--- config.mk ---
export PLATFORM = sky130hd
export DESIGN_NAME = ulms_top
export DESIGN_NICKNAME = d
export VERILOG_FILES = /design/src/hw/ulms_pkg.sv /design/src/hw/ulms_top.sv
export SDC_FILE = /design/constraint.sdc
export NUM_CORES = 1
export LEC_CHECK = 0
export ABC_AREA = 1
export BUFFER_PORTS_ARGS = -buffer_cell sky130_fd_sc_hd__clkbuf_2
export CORE_MARGIN = 3
export CORE_UTILIZATION = 54
export CTS_CLUSTER_SIZE = 20
export DETAILED_ROUTE_END_ITERATION = 10
export PLACE_DENSITY = 0.79
export SETUP_SLACK_MARGIN = 0.1
export SYNTH_ARGS = -nofsm -noshare
export SYNTH_HDL_FRONTEND = slang
export SYNTH_SLANG_ARGS = --single-unit
--- constraint.sdc ---
create_clock -name core_clk -period 3.12 [get_ports core_clk]
set_input_delay 0.624 -clock core_clk [delete_from_list [all_inputs] [get_ports core_clk]]
set_output_delay 0.624 -clock core_clk [all_outputs]
set_load 0.01 [all_outputs]
--- src/hw/ulms_pkg.sv ---
package ulms_pkg;

    // Register byte addresses on the APB side, one aligned word each.
    localparam logic [7:0] ULMS_ADDR_HOLDING   = 8'h00;
    localparam logic [7:0] ULMS_ADDR_INT_EN    = 8'h04;
    localparam logic [7:0] ULMS_ADDR_INT_FIFO  = 8'h08;
    localparam logic [7:0] ULMS_ADDR_LINE_CTL  = 8'h0c;
    localparam logic [7:0] ULMS_ADDR_MODEM_CTL = 8'h10;
    localparam logic [7:0] ULMS_ADDR_LINE_STS  = 8'h14;
    localparam logic [7:0] ULMS_ADDR_MODEM_STS = 8'h18;
    localparam logic [7:0] ULMS_ADDR_SCRATCH   = 8'h1c;
    localparam logic [7:0] ULMS_ADDR_DIV_LOW   = 8'h20;
    localparam logic [7:0] ULMS_ADDR_DIV_HIGH  = 8'h24;

    // Reset and power-up values.
    localparam logic [7:0] ULMS_RST_INT_EN     = 8'h00;
    localparam logic [7:0] ULMS_RST_FIFO_CTL   = 8'h00;
    localparam logic [7:0] ULMS_RST_INT_STS    = 8'h01;
    localparam logic [7:0] ULMS_RST_LINE_CTL   = 8'h00;
    localparam logic [7:0] ULMS_RST_MODEM_CTL  = 8'h00;
    localparam logic [7:0] ULMS_RST_LINE_STS   = 8'h60;
    localparam logic [7:0] ULMS_RST_SCRATCH    = 8'hff;
    localparam logic [7:0] ULMS_PWR_DIV_LOW    = 8'h01;
    localparam logic [7:0] ULMS_PWR_DIV_HIGH   = 8'h00;

    // Field positions.
    localparam int ULMS_IER_LINE_BIT  = 2;
    localparam int ULMS_IER_MODEM_BIT = 3;
    localparam int ULMS_FCR_EN_BIT    = 0;
    localparam int ULMS_FCR_RXCLR_BIT = 1;
    localparam int ULMS_FCR_TXCLR_BIT = 2;
    localparam int ULMS_FCR_DMA_BIT   = 3;
    localparam int ULMS_FCR_TRIG_LSB  = 6;
    localparam int ULMS_LCR_PAR_EN    = 3;
    localparam int ULMS_LCR_PAR_EVEN  = 4;
    localparam int ULMS_LCR_PAR_FORCE = 5;
    localparam int ULMS_LCR_TX_BREAK  = 6;
    localparam int ULMS_MCR_DTR_BIT   = 0;
    localparam int ULMS_MCR_RTS_BIT   = 1;
    localparam int ULMS_MCR_OUT1_BIT  = 2;
    localparam int ULMS_MCR_OUT2_BIT  = 3;
    localparam int ULMS_MCR_LOOP_BIT  = 4;

    // Receive trigger levels selected by the two trigger bits.
    localparam logic [4:0] ULMS_TRIG_0 = 5'd1;
    localparam logic [4:0] ULMS_TRIG_1 = 5'd4;
    localparam logic [4:0] ULMS_TRIG_2 = 5'd8;
    localparam logic [4:0] ULMS_TRIG_3 = 5'd14;

    // Interrupt status identification codes.
    localparam logic [2:0] ULMS_ID_LINE  = 3'b011;
    localparam logic [2:0] ULMS_ID_MODEM = 3'b000;

    localparam int ULMS_FIFO_DEPTH = 16;

endpackage

--- src/hw/ulms_top.sv ---
// Chosen here: register access over APB and the register offsets.
`timescale 1ns/10ps
// Notes on behaviour
// Data ready while any received character waits.
// Full FIFO: set overrun, drop new character.
// Parity error tags the character being read.
// Framing error tags the character being read.
// Long low line: break tag, one character.
// No further break until line returns high.
// Holding empty set on move, cleared on write.
// FIFO mode: holding empty means FIFO empty.
// Transmitter empty needs holding and shifter empty.
// FIFO error while any tagged character stored.
// Modem input changes set deltas, request interrupt.
// Ring delta only on low-to-high ring input.
// High clear-to-send halts transmitter after character.
// Normal mode: status bits show inverted inputs.
// Loopback: status bits mirror modem control bits.
// Eight-bit scratch register, store and return.
// Divisor is high byte then low byte.
// Divisor set at power-up, kept on reset.
// Reset clears deltas, loads inverted input levels.
// Line interrupt: overrun at once, tags when presented.
// Modem control bit 4 selects local loopback.
// Reading modem status clears the delta flags.
// Reset values of control and status registers.
// Reset drives receive-ready high, transmit-ready low.
module ulms_top
    import ulms_pkg::*;
#(
    parameter int DEPTH = ULMS_FIFO_DEPTH
) (
    input  wire logic        core_clk,
    input  wire logic        sys_rst,
    input  wire logic        psel,
    input  wire logic        penable,
    input  wire logic        pwrite,
    input  wire logic [7:0]  paddr,
    input  wire logic [31:0] pwdata,
    output logic      [31:0] prdata,
    output logic             pready,
    output logic             pslverr,
    input  wire logic        rx_char_valid,
    input  wire logic [7:0]  rx_char_data,
    input  wire logic        rx_parity_bit,
    input  wire logic        rx_stop_bit,
    input  wire logic        rx_break,
    input  wire logic        rx_pin,
    output logic             rx_line,
    output logic      [7:0]  tx_data,
    output logic             tx_data_valid,
    input  wire logic        tx_take,
    input  wire logic        tx_shift_busy,
    input  wire logic        tx_serial,
    output logic             tx_pin,
    output logic             tx_halt,
    input  wire logic        cts_n,
    input  wire logic        dsr_n,
    input  wire logic        ring_indicator_n,
    input  wire logic        carrier_detect_n,
    output logic             rts_n,
    output logic             dtr_n,
    output logic      [15:0] baud_divisor,
    output logic      [7:0]  line_control,
    output logic             loopback,
    output logic             interrupt_output_enable,
    output logic             receive_ready_n,
    output logic             transmit_ready_n,
    output logic             line_irq_req,
    output logic             modem_irq_req
);

    localparam int AW = $clog2(DEPTH);
    localparam logic [AW:0] DEPTH_CNT = (AW+1)'(DEPTH);
    localparam logic [AW:0] ONE_CNT   = (AW+1)'(1);

    // ------------------------------------------------------------------
    // Control registers
    // ------------------------------------------------------------------
    logic [7:0]    interrupt_enable_reg;
    logic [7:0]    fifo_control_reg;
    logic [7:0]    line_control_reg;
    logic [7:0]    modem_control_reg;
    logic [7:0]    scratch_pad;
    // Power-up values only; the reset pin leaves the divisor alone.
    logic [7:0]    baud_divisor_low  = ULMS_PWR_DIV_LOW;
    logic [7:0]    baud_divisor_high = ULMS_PWR_DIV_HIGH;
    logic          overrun;
    logic [3:0]    modem_delta;
    logic [3:0]    modem_prev_n;
    logic          break_armed;
    logic [10:0]   rx_mem [DEPTH];
    logic [7:0]    tx_mem [DEPTH];
    logic [AW-1:0] rx_wr_ptr;
    logic [AW-1:0] rx_rd_ptr;
    logic [AW:0]   rx_count;
    logic [AW:0]   rx_err_count;
    logic [AW-1:0] tx_wr_ptr;
    logic [AW-1:0] tx_rd_ptr;
    logic [AW:0]   tx_count;
    logic          snap_pop;
    logic          snap_overrun;
    logic [3:0]    snap_delta;

    logic          acc_wr;
    logic          acc_rd;
    logic          setup;
    logic          hit;
    logic [7:0]    rd_value;
    logic          fifo_en;
    logic          rx_full;
    logic          tx_full;
    logic [7:0]    rx_mask;
    logic          data_par;
    logic          parity_bad;
    logic          rx_accept;
    logic          rx_push;
    logic          rx_pop;
    logic [10:0]   rx_entry;
    logic [10:0]   rx_head;
    logic          tx_push;
    logic          tx_pop;
    logic          rx_clear;
    logic          tx_clear;
    logic [3:0]    modem_now_n;
    logic [3:0]    modem_change;
    logic [7:0]    line_status;
    logic [7:0]    modem_status;
    logic [7:0]    interrupt_status_reg;
    logic [4:0]    trigger;

    assign setup   = psel & ~penable;
    assign acc_wr  = psel & penable & pwrite;
    assign acc_rd  = psel & penable & ~pwrite;
    assign pready  = 1'b1;
    assign pslverr = psel & penable & ~hit;
    assign fifo_en = fifo_control_reg[ULMS_FCR_EN_BIT];
    assign loopback = modem_control_reg[ULMS_MCR_LOOP_BIT];
    assign interrupt_output_enable = modem_control_reg[ULMS_MCR_OUT2_BIT];
    assign baud_divisor = {baud_divisor_high, baud_divisor_low};
    assign line_control = line_control_reg;

    // ------------------------------------------------------------------
    // Address decode and read data
    // ------------------------------------------------------------------
    always_comb begin
        hit      = 1'b1;
        rd_value = 8'h00;
        if (paddr == ULMS_ADDR_HOLDING) begin
            rd_value = rx_head[7:0];
        end else if (paddr == ULMS_ADDR_INT_EN) begin
            rd_value = interrupt_enable_reg;
        end else if (paddr == ULMS_ADDR_INT_FIFO) begin
            rd_value = interrupt_status_reg;
        end else if (paddr == ULMS_ADDR_LINE_CTL) begin
            rd_value = line_control_reg;
        end else if (paddr == ULMS_ADDR_MODEM_CTL) begin
            rd_value = modem_control_reg;
        end else if (paddr == ULMS_ADDR_LINE_STS) begin
            rd_value = line_status;
        end else if (paddr == ULMS_ADDR_MODEM_STS) begin
            rd_value = modem_status;
        end else if (paddr == ULMS_ADDR_SCRATCH) begin
            rd_value = scratch_pad;
        end else if (paddr == ULMS_ADDR_DIV_LOW) begin
            rd_value = baud_divisor_low;
        end else if (paddr == ULMS_ADDR_DIV_HIGH) begin
            rd_value = baud_divisor_high;
        end else begin
            hit = 1'b0;
        end
    end

    // Read data is captured in the setup cycle, together with what that
    // read will clear or pop, so a later event is never thrown away.
    always_ff @(posedge core_clk) begin
        if (sys_rst) begin
            prdata       <= 32'h0000_0000;
            snap_pop     <= 1'b0;
            snap_overrun <= 1'b0;
            snap_delta   <= 4'h0;
        end else if (setup && !pwrite) begin
            prdata       <= {24'h00_0000, rd_value};
            snap_pop     <= (paddr == ULMS_ADDR_HOLDING) && (rx_count != '0);
            snap_overrun <= (paddr == ULMS_ADDR_LINE_STS) && overrun;
            snap_delta   <= (paddr == ULMS_ADDR_MODEM_STS) ? modem_delta : 4'h0;
        end
    end

    // ------------------------------------------------------------------
    // Control register writes
    // ------------------------------------------------------------------
    always_ff @(posedge core_clk) begin
        if (sys_rst) begin
            interrupt_enable_reg <= ULMS_RST_INT_EN;
            fifo_control_reg     <= ULMS_RST_FIFO_CTL;
            line_control_reg     <= ULMS_RST_LINE_CTL;
            modem_control_reg    <= ULMS_RST_MODEM_CTL;
            scratch_pad          <= ULMS_RST_SCRATCH;
        end else if (acc_wr) begin
            if (paddr == ULMS_ADDR_INT_EN) begin
                interrupt_enable_reg <= pwdata[7:0];
            end else if (paddr == ULMS_ADDR_INT_FIFO) begin
                // Clear bits self-clear, so only enable, DMA and trigger are kept.
                fifo_control_reg <= pwdata[7:0] & 8'hc9;
            end else if (paddr == ULMS_ADDR_LINE_CTL) begin
                line_control_reg <= pwdata[7:0];
            end else if (paddr == ULMS_ADDR_MODEM_CTL) begin
                modem_control_reg <= pwdata[7:0] & 8'h1f;
            end else if (paddr == ULMS_ADDR_SCRATCH) begin
                scratch_pad <= pwdata[7:0];
            end
        end
    end

    always_ff @(posedge core_clk) begin
        if (acc_wr && paddr == ULMS_ADDR_DIV_LOW) begin
            baud_divisor_low <= pwdata[7:0];
        end
        if (acc_wr && paddr == ULMS_ADDR_DIV_HIGH) begin
            baud_divisor_high <= pwdata[7:0];
        end
    end

    // ------------------------------------------------------------------
    // Receive path
    // ------------------------------------------------------------------
    assign rx_full  = fifo_en ? (rx_count == DEPTH_CNT) : (rx_count == ONE_CNT);
    assign rx_clear = acc_wr && paddr == ULMS_ADDR_INT_FIFO
                      && (pwdata[ULMS_FCR_RXCLR_BIT] || pwdata[ULMS_FCR_EN_BIT] != fifo_en);
    assign tx_clear = acc_wr && paddr == ULMS_ADDR_INT_FIFO
                      && (pwdata[ULMS_FCR_TXCLR_BIT] || pwdata[ULMS_FCR_EN_BIT] != fifo_en);

    always_comb begin
        case (line_control_reg[1:0])
            2'd0:    rx_mask = 8'h1f;
            2'd1:    rx_mask = 8'h3f;
            2'd2:    rx_mask = 8'h7f;
            default: rx_mask = 8'hff;
        endcase
    end

    assign data_par = ^(rx_char_data & rx_mask);
    assign parity_bad = line_control_reg[ULMS_LCR_PAR_EN] &
        (line_control_reg[ULMS_LCR_PAR_FORCE]
            ? (rx_parity_bit == line_control_reg[ULMS_LCR_PAR_EVEN])
            : (line_control_reg[ULMS_LCR_PAR_EVEN] ? (data_par ^ rx_parity_bit)
                                                   : ~(data_par ^ rx_parity_bit)));

    // A break replaces the character of its frame and is taken only when armed.
    assign rx_accept = (rx_break && break_armed) || (rx_char_valid && !rx_break);
    assign rx_entry  = rx_break ? {1'b1, 1'b0, 1'b0, 8'h00}
                                : {1'b0, ~rx_stop_bit, parity_bad, rx_char_data};
    assign rx_push   = rx_accept && !rx_full && !rx_clear;
    assign rx_pop    = acc_rd && paddr == ULMS_ADDR_HOLDING && snap_pop && !rx_clear;
    assign rx_head   = rx_mem[rx_rd_ptr];
    assign rx_line   = loopback ? tx_serial : rx_pin;

    always_ff @(posedge core_clk) begin
        if (rx_push) begin
            rx_mem[rx_wr_ptr] <= rx_entry;
        end
    end

    always_ff @(posedge core_clk) begin
        if (sys_rst || rx_clear) begin
            rx_wr_ptr    <= '0;
            rx_rd_ptr    <= '0;
            rx_count     <= '0;
            rx_err_count <= '0;
        end else begin
            if (rx_push) begin
                rx_wr_ptr <= (rx_wr_ptr == AW'(DEPTH - 1)) ? '0 : rx_wr_ptr + 1'b1;
            end
            if (rx_pop) begin
                rx_rd_ptr <= (rx_rd_ptr == AW'(DEPTH - 1)) ? '0 : rx_rd_ptr + 1'b1;
            end
            rx_count <= rx_count + (rx_push ? ONE_CNT : '0) - (rx_pop ? ONE_CNT : '0);
            rx_err_count <= rx_err_count
                + ((rx_push && |rx_entry[10:8]) ? ONE_CNT : '0)
                - ((rx_pop && |rx_head[10:8]) ? ONE_CNT : '0);
        end
    end

    always_ff @(posedge core_clk) begin
        if (sys_rst) begin
            overrun     <= 1'b0;
            break_armed <= 1'b1;
        end else begin
            if (rx_accept && rx_full) begin
                overrun <= 1'b1;
            end else if (acc_rd && paddr == ULMS_ADDR_LINE_STS && snap_overrun) begin
                overrun <= 1'b0;
            end
            if (rx_break && break_armed) begin
                break_armed <= 1'b0;
            end else if (rx_line) begin
                break_armed <= 1'b1;
            end
        end
    end

    // ------------------------------------------------------------------
    // Transmit path
    // ------------------------------------------------------------------
    assign tx_full = fifo_en ? (tx_count == DEPTH_CNT) : (tx_count == ONE_CNT);
    assign tx_push = acc_wr && paddr == ULMS_ADDR_HOLDING && !tx_full && !tx_clear;
    assign tx_pop  = tx_take && tx_data_valid && !tx_clear;
    assign tx_data = tx_mem[tx_rd_ptr];
    // Loopback feeds clear-to-send from the request-to-send control bit.
    assign tx_halt = loopback ? ~modem_control_reg[ULMS_MCR_RTS_BIT] : cts_n;
    assign tx_data_valid = (tx_count != '0) && !tx_halt;

    always_ff @(posedge core_clk) begin
        if (tx_push) begin
            tx_mem[tx_wr_ptr] <= pwdata[7:0];
        end
    end

    always_ff @(posedge core_clk) begin
        if (sys_rst || tx_clear) begin
            tx_wr_ptr <= '0;
            tx_rd_ptr <= '0;
            tx_count  <= '0;
        end else begin
            if (tx_push) begin
                tx_wr_ptr <= (tx_wr_ptr == AW'(DEPTH - 1)) ? '0 : tx_wr_ptr + 1'b1;
            end
            if (tx_pop) begin
                tx_rd_ptr <= (tx_rd_ptr == AW'(DEPTH - 1)) ? '0 : tx_rd_ptr + 1'b1;
            end
            tx_count <= tx_count + (tx_push ? ONE_CNT : '0) - (tx_pop ? ONE_CNT : '0);
        end
    end

    // ------------------------------------------------------------------
    // Modem inputs and outputs
    // ------------------------------------------------------------------
    // Order is carrier, ring, data-set-ready, clear-to-send, all active low.
    assign modem_now_n = loopback
        ? ~{modem_control_reg[ULMS_MCR_OUT2_BIT], modem_control_reg[ULMS_MCR_OUT1_BIT],
            modem_control_reg[ULMS_MCR_DTR_BIT], modem_control_reg[ULMS_MCR_RTS_BIT]}
        : {carrier_detect_n, ring_indicator_n, dsr_n, cts_n};
    assign modem_change = {modem_now_n[3] ^ modem_prev_n[3],
                           ~modem_prev_n[2] & modem_now_n[2],
                           modem_now_n[1] ^ modem_prev_n[1],
                           modem_now_n[0] ^ modem_prev_n[0]};

    always_ff @(posedge core_clk) begin
        if (sys_rst) begin
            modem_delta  <= 4'h0;
            modem_prev_n <= modem_now_n;
        end else begin
            modem_prev_n <= modem_now_n;
            // A change in the clearing cycle survives the clear.
            modem_delta <= modem_change
                | (modem_delta & ~((acc_rd && paddr == ULMS_ADDR_MODEM_STS)
                                   ? snap_delta : 4'h0));
        end
    end

    always_ff @(posedge core_clk) begin
        if (sys_rst) begin
            rts_n  <= 1'b1;
            dtr_n  <= 1'b1;
            tx_pin <= 1'b1;
        end else begin
            rts_n  <= loopback | ~modem_control_reg[ULMS_MCR_RTS_BIT];
            dtr_n  <= loopback | ~modem_control_reg[ULMS_MCR_DTR_BIT];
            tx_pin <= loopback | (tx_serial & ~line_control_reg[ULMS_LCR_TX_BREAK]);
        end
    end

    // ------------------------------------------------------------------
    // Status composition
    // ------------------------------------------------------------------
    assign line_status = {rx_err_count != '0,
                          (tx_count == '0) && !tx_shift_busy,
                          tx_count == '0,
                          (rx_count != '0) ? rx_head[10:8] : 3'b000,
                          overrun,
                          rx_count != '0};
    assign modem_status = {~modem_now_n, modem_delta};

    assign line_irq_req = interrupt_enable_reg[ULMS_IER_LINE_BIT]
                          && (overrun || line_status[4:2] != 3'b000);
    assign modem_irq_req = interrupt_enable_reg[ULMS_IER_MODEM_BIT] && |modem_delta;
    assign interrupt_status_reg = {{2{fifo_en}}, 2'b00,
                                   line_irq_req ? ULMS_ID_LINE : ULMS_ID_MODEM,
                                   ~(line_irq_req | modem_irq_req)};

    always_comb begin
        case (fifo_control_reg[ULMS_FCR_TRIG_LSB +: 2])
            2'd0:    trigger = ULMS_TRIG_0;
            2'd1:    trigger = ULMS_TRIG_1;
            2'd2:    trigger = ULMS_TRIG_2;
            default: trigger = ULMS_TRIG_3;
        endcase
    end

    always_ff @(posedge core_clk) begin
        if (sys_rst) begin
            receive_ready_n  <= 1'b1;
            transmit_ready_n <= 1'b0;
        end else if (fifo_control_reg[ULMS_FCR_DMA_BIT] && fifo_en) begin
            receive_ready_n  <= 5'(rx_count) < trigger;
            transmit_ready_n <= tx_full;
        end else begin
            receive_ready_n  <= rx_count == '0;
            transmit_ready_n <= tx_count != '0;
        end
    end

endmodule // ulms_top

==> Yosys cells after proc, flatten, opt, wreduce, memory -nomap -nowiden <==
Memories as Yosys holds them, arrays and structs flattened. A register that Yosys moved wholly into a read port is not among the register bits.
Index checks and enable logic that the tools add are counted.
{ "totals": {"register_bits": 109, "mem_bits_rw": 304, "output_inout_bits": 78, "n_memories": 2} }
{ "op_classes": {"addsub": 10, "n_lt_le_gt_ge": 1, "n_eq_ne": 23, "mux": 58, "bitwise_logic": 36, "n_reduce_logical": 65} }
{ "memory_table": {"columns": ["name", "depth", "word_bits", "rd", "rd_clocked_by_memory_dff", "wr", "line", "source"], "rows": [
  ["rx_mem", 16, 11, 1, 1, 1, "ulms_top.sv:92", "logic [10:0] rx_mem [DEPTH];"],
  ["tx_mem", 16, 8, 1, 1, 1, "ulms_top.sv:93", "logic [7:0] tx_mem [DEPTH];"]
]} }
{ "op_table": {"columns": ["operator", "n"], "rows": [
  ["2-to-1 mux 8 bit", 10],
  ["2-to-1 mux 4 bit", 11],
  ["== test 8 x 5 -> 1 bit, second input constant", 4],
  ["2-to-1 mux 1 bit", 32],
  ["logical AND 1 bit", 31],
  ["one-hot mux 8 bit (3 select lines)", 1],
  ["adder 4 x 1 -> 4 bit, second input constant", 4],
  ["== test 4 bit, second input constant", 4],
  ["== test 8 x 4 -> 1 bit, second input constant", 2],
  ["== test 8 x 6 -> 1 bit, second input constant", 2],
  ["adder 5 x 1 -> 5 bit", 3],
  ["nonzero test 5 bit", 3],
  ["subtractor 5 x 1 -> 5 bit", 3],
  ["inverter 1 bit", 14],
  ["inverter 4 bit", 3],
  ["one-hot mux 4 bit (3 select lines)", 1],
  ["2-to-1 mux 11 bit", 1],
  ["== test 5 x 1 -> 1 bit, second input constant", 2],
  ["== test 5 bit, second input constant", 2],
  ["logical NOT 5 bit", 2],
  ["AND 1 bit", 8],
  ["AND 8 bit", 1],
  ["== test 8 x 3 -> 1 bit, second input constant", 1],
  ["logical NOT 1 bit", 8],
  ["24 further kinds", 40]
]} }

==> Logic depth before layout (Yosys ltp) <==
Gate-level depths: netlist (run 1).
{ "logic_depth": {"word_depth": 15, "mapped_depth": 21, "depth_no_buf": 21} }

==> Least setup slack after synthesis (run 1) <==
No wires, ideal clock.
{ "synth_path": {"path_kind": "input to register", "startpoint": "input rx_char_data[7]", "endpoint": "register rx_err_count[4]", "arrival_time_ns": 2.982, "path_slack_ns": 0.069, "path_stages": 18, "n_path_buf": 0, "cell_sequence": "inv_1 > o21ai_0 > nand3_1 > xor2_1 > xor2_1 > nand2_1 > nor2_1 > nand3b_1 > nand3_1 > nand2_1 > ha_1 > inv_1 > ha_1 > fa_1 > nand2_1 > a21oi_1 > or3_1 > a21oi_1"} }
{ "synth_via": {"elab_chain_len": 13} }
{ "synth_lines": {"columns": ["element", "line", "source"], "rows": [
  ["from (decl)", "ulms_top.sv:44", "input wire logic [7:0] rx_char_data,"],
  ["AND 8 bit *", "ulms_top.sv:243", "assign data_par = ^(rx_char_data & rx_mask);"],
  ["XOR reduction 8 bit *", "ulms_top.sv:243", null],
  ["XOR 1 bit *", "ulms_top.sv:247, ulms_top.sv:248", null],
  ["inverter 1 bit", "ulms_top.sv:248", ": ~(data_par ^ rx_parity_bit)));"],
  ["2-to-1 mux 1 bit *", "ulms_top.sv:247", ": (line_control_reg[ULMS_LCR_PAR_EVEN] ? (data_par ^ rx_parity_bit)"],
  ["2-to-1 mux 1 bit *", "ulms_top.sv:246", "? (rx_parity_bit == line_control_reg[ULMS_LCR_PAR_EVEN])"],
  ["AND 1 bit *", "ulms_top.sv:244", "assign parity_bad = line_control_reg[ULMS_LCR_PAR_EN] &"],
  ["2-to-1 mux 11 bit *", "ulms_top.sv:252", "assign rx_entry = rx_break ? {1'b1, 1'b0, 1'b0, 8'h00}"],
  ["OR reduction 3 bit *", "ulms_top.sv:280", "+ ((rx_push && |rx_entry[10:8]) ? ONE_CNT : '0)"],
  ["logical AND 1 bit *", "ulms_top.sv:280", null],
  ["2-to-1 mux 1 bit *", "ulms_top.sv:280", null],
  ["adder 5 x 1 -> 5 bit *", "ulms_top.sv:280", null],
  ["subtractor 5 x 1 -> 5 bit *", "ulms_top.sv:281", "- ((rx_pop && |rx_head[10:8]) ? ONE_CNT : '0);"],
  ["to (signal assigned)", "ulms_top.sv:279", "rx_err_count <= rx_err_count"],
  ["to (decl)", "ulms_top.sv:97", "logic [AW:0] rx_err_count;"]
]} }
Mark *: on every way between the ends. The rest lies on a longest branch, timed or not.
A chain may end at the register's enable or synchronous reset.

==> flow_metrics.py, run 1 <==
metrics = {
    "cts": {
        "cts_buffers": 43,
        "cts_tree": "done",
        "clock_latency_ps": 550,
        "cts.clk_slew.worst_paths_ps": 60,
        "cts_hold_buf": 0,
        "clockBufferDepth": 3,
        "h-tree-depth": 2,
        "clock-root-buffer": "clkbuf_16",
        "clock-sinks": 421,
    },
    "timing": {
        "finalSetupTns_ps": 0,
        "final.min_clock_period_ps": 3090,
        "rsz0062_at_grt": "true",
        "finalCritPeriodShare_pct": 99.1,
        "finalClockSkew_ps": 26.7,
        "hold_viol_final": 0,
        "fin_ws_ps": 26.8,
        "max_freq_mhz": 323,
        "setup_viol": 0,
        "fin_hold_ws_ps": 326,
        "slew_headroom_pct": 19.0,
        "final_max_slew_viol_count": 0,
        "worstMarginPinSlew_ps": 1210,
    },
    "power_and_ir_drop": {
        "max-vdd-ir-drop_uv": 469,
        "finalPower_uw": 13600,
        "leakage_uw": 0.00817,
        "switching_share_pct": 26.7,
        "power_frac_seq_pct": 47.5,
        "power_switching_uw": 3630,
        "comb_power_share_pct": 15.8,
        "power_density_nw_per_um2": 637,
        "p_int_uw": 9950,
        "pwr-share-clk_pct": 36.8,
    },
    "final_layout": {
        "syn2layout_area_growth_pct": 16.8,
        "drive_gt1_share_pct": 18.7,
        "diodes": 0,
        "top_regs": "rx_mem (176), tx_mem (128)",
        "max_flop_register": "rx_mem",
        "largest_reg_flops": 176,
        "final_nets": 1955,
    },
    "setup_path": {
        "critPathLaunchType": "flip-flop",
        "crit_type": "flip-flop to flip-flop",
        "path_cells": "inv_8 > buf_16 > nand2_1 > nand2_1 > nand2_1 > nand3_1 > nand3_1 > nand2_2 > o31a_1 > ha_1 > inv_2 > ha_4 > fa_2 > nand2_2 > a21oi_2 > or3_4 > a21oi_2",
        "cpPeakStageDelay_ps": 470,
        "cpMaxStageDelayCell": "dfxtp_4",
        "critPathCaptureType": "flip-flop",
        "cp_common_cell": "nand2_1",
        "arrival_ps": 3560,
        "critical_path_required_ps": 3590,
        "crit_fanout": 17,
    },
    "routing": {
        "drc_errors": 0,
        "via_count": 13600,
        "firstDrtPassIters": 6,
        "drtIter0Drc": 1849,
        "drtAntennaViolNets": 0,
        "wl_per_cell_um": 20.9,
        "vias_per_cell": 5.81,
        "routed_wl_um": 48700,
    },
    "placement": {
        "placement.io_buffers": 93,
        "hpwlAfterDp_um": 30800,
        "post-place-ws_ps": -212,
        "gp_congestion": 0.929,
    },
    "synth": {
        "synth-main-ff-cell": "edfxtp_1",
        "post-synth-top-count-cell": "edfxtp_1",
        "yosysWarnings": 0,
        "synthTopCellsByCount": "320 x edfxtp_1, 203 x nand2_1, 175 x nor2_1",
        "syn_avg_cell_area_um2": 10.9,
        "yosysUniqueCellTypes": 54,
        "syn_inst": 1680,
        "yosysTopAreaCellShare_pct": 52.7,
        "synth-edff-count": 320,
        "netlist_area_um2": 18200,
        "synth_area_leaders": "edfxtp_1 53%, dfxtp_1 11%, o21ai_0 4.7%, nand2_1 4.2%, nor2_1 3.6%",
        "async_flop_share_pct": 0,
        "ys_ff_latch": 421,
        "yosysSeqAreaShare_pct": 63.8,
        "synth_area_leader_cell": "edfxtp_1",
    },
    "global_routing": {
        "grt_max_degree": 56,
        "grtUsageTotal_pct": 26.0,
        "grt_pass1_wl_um": 72900,
        "grt_pass1_vias": 13000,
        "antenna_found_initial": 0,
        "overflow": 0,
    },
    "die": {
        "ioPinCount": 143,
        "die_h_um": 190,
        "fp.dieW_um": 190,
        "rows": 66,
        "initial_utilization_pct": 55.4,
        "core-area_um2": 32900,
        "dieArea_um2": 36000,
    },
    "hold_path": {
        "hold_path.class": "input port to flip-flop",
    },
    "run": {
        "drv_cap": 0,
    },
    "run_status": {
        "status": "complete, no violations",
    },
}
## kinds of logic after synthesis
kind of cell	Yosys count	share of synthesized area, %
simple gates	515	12.6
flops	421	63.8
compound gates	385	11.8
buf+inv	273	6.68
fa+ha+maj	34	2.46
mux	32	1.76
xor+xnor	18	0.864
other cells	2	0.0412
## final timing paths
| path | slack [ps] | startpoint | to | cells past startpoint |
|---|---|---|---|---|
| worst max-delay path | 30 | flip-flop | rx_err_count[4] | 17 |
| worst min-delay path | 330 | tx_serial | tx_pin | 3 |
| worst max register to register | 30 | flip-flop | rx_err_count[4] | 17 |
| worst min register to register | 460 | modem_control_reg[1] | rts_n | 1 |
## critical path: cells and delay by family, from the launching register on
| kind | cells | cell delay, ps |
|---|---|---|
| fa+ha+maj | 3 | 800 |
| flops | 1 | 470 |
| compound gates | 3 | 540 |
| simple gates | 8 | 920 |
| buf+inv | 3 | 290 |
## routing by layer
metal	global-route usage, %	wire length (µm)	vias to the layer above
met5	0	0	-
met4	9.47	1910	0
met3	3.67	5020	149
met2	42.5	23200	849
met1	35.8	18600	6401
li1	-	-	6162
## layout by cell type (no fill, tap or decap), drive strengths merged, types with 2 or more instances in the layout
master / synthesis / final
o22ai: 30 / 30
xor2: 14 / 14
o221ai: 7 / 7
nor3: 18 / 18
mux2i: 32 / 32
o21ai: 179 / 179
nand2: 207 / 207
nor2: 188 / 188
nor4: 4 / 4
dfxtp: 101 / 101
a21oi: 111 / 111
clkinv: 0 / 9
or2: 4 / 4
xnor2: 4 / 4
o32ai: 2 / 2
inv: 178 / 180
clkbuf: 40 / 163
ha: 31 / 31
nor3b: 5 / 5
fa: 3 / 3
a211oi: 3 / 3
o211ai: 46 / 46
buf: 55 / 106
conb: 2 / 25
nand3: 80 / 80
o21bai: 2 / 2
nand4: 7 / 7
edfxtp: 320 / 320
## metrics by stage
step           instance area (µm²)  std cells  utilization [%]
2_1_floorplan                18300       1703                -
3_3_place_gp                 19600       2241             59.5
3_5_place_dp                 19600       2241             59.5
4_1_cts                      21100       2325             64.0
5_1_grt                      21300       2333             64.7
6_report                     21300       2333             64.7
## cell type report
type / count / area, µm²
Inverter: 178 / 683
Clock inverter: 12 / 126
Tap cell: 442 / 553
Timing Repair Buffer: 202 / 1440
Sequential cell: 421 / 11600
Multi-Input combinational cell: 1009 / 5610
Fill cell: 2374 / 11600
Clock buffer: 68 / 1250
Timing Repair inverter: 1 / 3.75
## what timing repair did
item | in CTS | in global routing
gates resized for setup | 11 | 39
pin swaps | 1 | 21
gates cloned | 3 | 4
setup buffers | 1 | 4
setup endpoints to repair | 3 | 10
## power groups by stage
stage	Clock [µW]	Sequential, µW	Combinational (µW)
2_1_floorplan	0	6490	1380
3_3_place_gp	0	6560	1860
3_5_place_dp	0	6580	1960
4_1_cts	5020	6460	1990
5_1_grt	5260	6470	2370
6_report	4990	6450	2140
No activity file was read; power rests on OpenSTA's default activity.
==> inputs of run 2 (changes only) <==
==> constraint.sdc (replaced) <==
create_clock -name core_clk -period 2.7 [get_ports core_clk]
set_input_delay 0.54 -clock core_clk [delete_from_list [all_inputs] [get_ports core_clk]]
set_output_delay 0.54 -clock core_clk [all_outputs]
set_load 0.01 [all_outputs]
==> flow_metrics.py, run 2 (same netlist as run 1, synthesis figures left out) <==
metrics = {
    "run_status": {
        "status": "complete, but fails checks",
        "violations": "negative setup slack",
    },
    "routing": {
        "drtIter0Drc": 1575,
        "via_count": 13900,
        "drc_errors": 0,
        "drtAntennaViolNets": 0,
        "wl_per_cell_um": 20.3,
        "firstDrtPassIters": 6,
        "routed_wl_um": 48900,
        "vias_per_cell": 5.75,
    },
    "final_layout": {
        "drive_gt1_share_pct": 23.4,
        "top_regs": "rx_mem (176), tx_mem (128)",
        "largest_reg_flops": 176,
        "final_nets": 2029,
        "seqCellArea_um2": 11700,
        "final_common_cell": "edfxtp_1",
        "multi_input_area_um2": 5750,
        "syn2layout_area_growth_pct": 21.4,
        "diodes": 0,
        "fillers": 2296,
        "final_cells": 2407,
        "layout_common_cells": "320 x edfxtp_1, 196 x nand2_1, 169 x nor2_1",
        "max_flop_register": "rx_mem",
    },
    "setup_path": {
        "cpLargestDelayFamily": "simple AND/OR/NAND/NOR gates",
        "path_cells": "o21ai_2 > xor2_1 > xor2_1 > xor2_1 > nand2_1 > nand2_1 > nand3b_1 > nand3_2 > nand2_2 > ha_4 > inv_2 > ha_4 > fa_2 > nand2_2 > a21oi_2 > or3_1 > a21oi_2",
        "critPathLaunchType": "flip-flop",
        "critical_path_required_ps": 3170,
        "cpPeakStageDelay_ps": 360,
        "worst-path-buf-inv": 1,
        "arrival_ps": 3510,
        "cpMaxStageDelayCell": "dfxtp_4",
        "crit_type": "flip-flop to flip-flop",
        "cp_common_cell": "xor2_1",
        "crit_fanout": 3,
        "critPathCaptureType": "flip-flop",
    },
    "die": {
        "rows": 66,
        "core-area_um2": 32900,
        "initial_utilization_pct": 55.4,
        "fp.dieW_um": 190,
        "dieArea_um2": 36000,
        "ioPinCount": 143,
        "die_h_um": 190,
    },
    "timing": {
        "rsz0062_at_grt": "true",
        "final_max_slew_viol_count": 0,
        "setup_viol": 4,
        "finalCritPeriodShare_pct": 112,
        "worstMarginPinSlew_ps": 1250,
        "max_freq_mhz": 329,
        "fin_ws_ps": -336,
        "final.min_clock_period_ps": 3040,
        "fin_hold_ws_ps": 242,
        "hold_viol_final": 0,
        "finalClockSkew_ps": 18.5,
        "slew_headroom_pct": 16.1,
    },
    "global_routing": {
        "antenna_found_initial": 1,
        "grt_pass1_vias": 13600,
        "grt_pass1_wl_um": 75100,
        "overflow": 0,
        "grtUsageTotal_pct": 26.6,
        "grt_max_degree": 38,
    },
    "power_and_ir_drop": {
        "max-vdd-ir-drop_uv": 674,
        "power_density_nw_per_um2": 741,
        "finalPower_uw": 16400,
        "leakage_uw": 0.00859,
    },
    "cts": {
        "cts.clk_slew.worst_paths_ps": 60,
        "cts_buffers": 43,
        "cts_tree": "done",
        "clock_latency_ps": 550,
        "clockBufferDepth": 3,
        "clock-sinks": 421,
        "cts_hold_buf": 0,
        "h-tree-depth": 2,
        "clock-root-buffer": "clkbuf_16",
    },
    "run": {
        "drv_cap": 0,
    },
    "placement": {
        "hpwlAfterDp_um": 31500,
        "dp_cells": 2294,
        "gp_congestion": 0.979,
        "placement.io_buffers": 93,
    },
    "hold_path": {
        "hold_path.class": "input port to flip-flop",
    },
}
run 2: where the power goes:
group / switching, µW / internal (µW) / total (µW)
logic: 1800 / 1320 / 3120
registers: 168 / 7250 / 7420
clock network: 2420 / 3460 / 5870
run 2: what timing repair did:
action | CTS | global route
buffers inserted | 20 | 8
pin swaps | 22 | 27
resized for setup | 50 | 56
cloned | 3 | 2
endpoints found under the setup margin | 51 | 37
run 2: path summary, 6_finish.rpt:
path	startpoint	to	slack [ps]	cells past startpoint
max	line_control[0]	rx_err_count[4]	-340	17
min	tx_serial	tx_pin	240	3
max reg2reg	line_control[0]	rx_err_count[4]	-340	17
min reg2reg	modem_control_reg[0]	dtr_n	440	1
run 2: routing by layer:
| layer | wire, µm | global-route usage (%) | share of wire [%] | vias up |
|---|---|---|---|---|
| li1 | - | - | - | 6321 |
| met1 | 18900 | 36.0 | 39 | 6560 |
| met2 | 23000 | 42.9 | 47 | 813 |
| met3 | 4760 | 4.57 | 9.7 | 156 |
| met4 | 2140 | 11.5 | 4.4 | 2 |
| met5 | 13 | 0 | 0.027 | - |
run 2: cell type report:
| class | instances | share of cell area, % |
|---|---|---|
| Sequential cell | 421 | 52.6 |
| Multi-Input combinational cell | 1009 | 26.0 |
| Timing Repair Buffer | 277 | 9.44 |
| Clock buffer | 67 | 5.78 |
| Inverter | 178 | 3.11 |
| Tap cell | 442 | 2.50 |
| Clock inverter | 13 | 0.576 |
run 2: worst reg2reg max path: cells and delay by family (launching register included):
| family | cells | cell delay, ps |
|---|---|---|
| AOI/OAI and AO/OA | 3 | 320 |
| xor gates and xnor gates | 3 | 570 |
| adders and majority gates | 3 | 760 |
| buffers and inverters | 1 | 40 |
| DFF | 1 | 360 |
| and+or+nand+nor | 7 | 950 |
run 2: metrics by stage:
stage	TNS, ps	worst slack, ps	instance area, µm²	utilization (%)
global placement	-8380	-636	20000	60.8
global route	-1070	-463	22100	67.2
floorplan	-326	-156	18300	-
finish	-526	-336	22100	67.2
detailed placement	-11190	-695	20000	60.8
CTS	-327	-227	21900	66.3
==> inputs of run 3 (changes only) <==
==> constraint.sdc (replaced) <==
create_clock -name core_clk -period 2.7 [get_ports core_clk]
set_input_delay 0.135 -clock core_clk [delete_from_list [all_inputs] [get_ports core_clk]]
set_output_delay 0.135 -clock core_clk [all_outputs]
set_load 0.01 [all_outputs]
==> flow_metrics.py, run 3 (same netlist as run 1, synthesis figures left out) <==
metrics = {
    "global_routing": {
        "grt_max_degree": 38,
        "grt_pass1_vias": 13000,
        "antenna_found_initial": 0,
        "overflow": 0,
        "grt_pass1_wl_um": 72400,
        "grtUsageTotal_pct": 25.7,
    },
    "cts": {
        "cts.clk_slew.worst_paths_ps": 60,
        "cts_tree": "done",
        "clock_latency_ps": 540,
        "clockBufferDepth": 3,
        "clock-sinks": 421,
        "cts_buffers": 42,
        "clock-root-buffer": "clkbuf_16",
        "h-tree-depth": 2,
    },
    "power_and_ir_drop": {
        "finalPower_uw": 16200,
        "max-vdd-ir-drop_uv": 520,
        "power_frac_seq_pct": 46.0,
        "power_switching_uw": 4330,
        "power_density_nw_per_um2": 754,
        "leakage_uw": 0.00826,
        "comb_power_share_pct": 18.3,
        "p_int_uw": 11900,
        "switching_share_pct": 26.8,
        "pwr-share-clk_pct": 35.6,
    },
    "die": {
        "rows": 66,
        "die_h_um": 190,
        "initial_utilization_pct": 55.4,
        "fp.dieW_um": 190,
        "dieArea_um2": 36000,
        "core-area_um2": 32900,
        "ioPinCount": 143,
    },
    "timing": {
        "final_max_slew_viol_count": 0,
        "fin_ws_ps": -245,
        "worstMarginPinSlew_ps": 1000,
        "setup_viol": 2,
        "final.min_clock_period_ps": 2950,
        "hold_viol_final": 0,
        "rsz0062_at_grt": "true",
        "finalClockSkew_ps": 23.6,
        "slew_headroom_pct": 33.1,
        "finalSetupTns_ps": -324,
        "finalCritPeriodShare_pct": 109,
        "max_freq_mhz": 340,
    },
    "placement": {
        "dp_cells": 2257,
        "gp_congestion": 0.980,
        "post-place-ws_ps": -264,
        "hpwlAfterDp_um": 30900,
        "placement.io_buffers": 93,
    },
    "final_layout": {
        "fin_util_pct": 65.2,
        "final_cells": 2357,
        "top_regs": "rx_mem (176), tx_mem (128)",
        "final_nets": 1983,
        "final_common_cell": "edfxtp_1",
        "layout_common_cells": "320 x edfxtp_1, 201 x nand2_1, 174 x nor2_1",
        "max_flop_register": "rx_mem",
        "largest_reg_flops": 176,
        "drive_gt1_share_pct": 20.3,
        "diodes": 0,
        "syn2layout_area_growth_pct": 17.7,
    },
    "setup_path": {
        "path_cells": "inv_2 > buf_4 > nor2_1 > nor2_1 > o21ai_0 > nand3_1 > nand3_1 > nand2_1 > o31a_1 > ha_1 > inv_2 > ha_4 > fa_2 > nand2_2 > a21oi_2 > or3_1 > a21oi_1",
        "crit_type": "flip-flop to flip-flop",
        "critPathCaptureType": "flip-flop",
        "cpPeakStageDelay_ps": 390,
        "crit_fanout": 9,
        "cpMaxStageDelayCell": "dfxtp_2",
        "arrival_ps": 3410,
        "critical_path_required_ps": 3170,
        "critPathLaunchType": "flip-flop",
        "cpLargestDelayFamily": "simple AND/OR/NAND/NOR gates",
        "worst-path-buf-inv": 3,
    },
    "run_status": {
        "violations": "negative setup slack",
        "status": "complete, but fails checks",
    },
    "run": {
        "drv_cap": 0,
    },
    "hold_path": {
        "hold_path.class": "input port to flip-flop",
    },
    "routing": {
        "firstDrtPassIters": 6,
        "met2WireLength_um": 22400,
        "top_layer": "met4",
        "wl_per_cell_um": 20.0,
        "drtIter0Drc": 1576,
        "drc_errors": 0,
        "wl_met1_um": 18700,
        "routed_wl_um": 47100,
        "wl_met3_um": 4240,
        "via_count": 13500,
        "drtAntennaViolNets": 0,
        "vias_per_cell": 5.73,
    },
}
-- run 3: cell count changes in the layout (fill, tap and decap cells not counted), moves of 6 or more --
cell / previous run / this run
clkbuf_8: 7 / 0
clkbuf_1: 15 / 5
nand3_1: 70 / 76
buf_4: 164 / 130
buf_6: 8 / 0
clkinv_2: 3 / 9
o21ai_1: 16 / 7
o21ai_0: 156 / 165
nand3_2: 9 / 3
-- run 3: layout make-up --
cell class / instances / area (µm²)
clock buffer: 49 / 1120
clock inverter: 26 / 245
fill: 2293 / 11500
inverter: 178 / 681
multi-input combinational: 1009 / 5650
sequential: 421 / 11600
tap: 442 / 553
timing repair buffer: 232 / 1580
-- run 3: final timing paths --
kind,startpoint,end,slack [ps],cells past startpoint
setup / recovery,flip-flop,rx_err_count[4],-250,17
hold / removal,rx_pin,break_armed,30,5
setup reg to reg,flip-flop,rx_err_count[4],-250,17
hold reg to reg,modem_control_reg[1],rts_n,440,1
-- run 3: through the flow --
step                      instance area [µm²]  hold WS, ps
after global routing                    21500         70.9
after global placement                  19700          385
final                                   21500         32.8
after detailed placement                19700          391
after floorplan                         18300          234
after CTS                               21300         20.5
-- run 3: power groups by stage --
stage / combinational, µW / sequential (µW) / clock, µW
floorplan: 1600 / 7500 / 0
global placement: 2300 / 7580 / 0
detailed placement: 2400 / 7590 / 0
CTS: 2680 / 7430 / 5840
global route: 3220 / 7470 / 6110
finish: 2970 / 7450 / 5770
-- run 3: worst min-delay path, cell delays in order --
cell	delay, ps
clkbuf_2	80
nand2_1	40
o21ai_0	130
o21ai_0	100
nand2_1	60
-- run 3: repair_timing --
| action | in CTS | in global routing |
|---|---|---|
| hold endpoints to repair | 4 | 0 |
| hold buffers | 4 | 0 |
| pin swaps | 18 | 20 |
| setup endpoints to repair | 7 | 9 |
| setup buffers | 12 | 9 |
| resized for setup | 29 | 22 |
-- run 3: metal layers --
layer	vias to the layer above	track usage, %
met1	6429	34.8
met5	-	0
li1	6220	-
met3	128	4.16
met2	722	42.5
met4	0	9.33
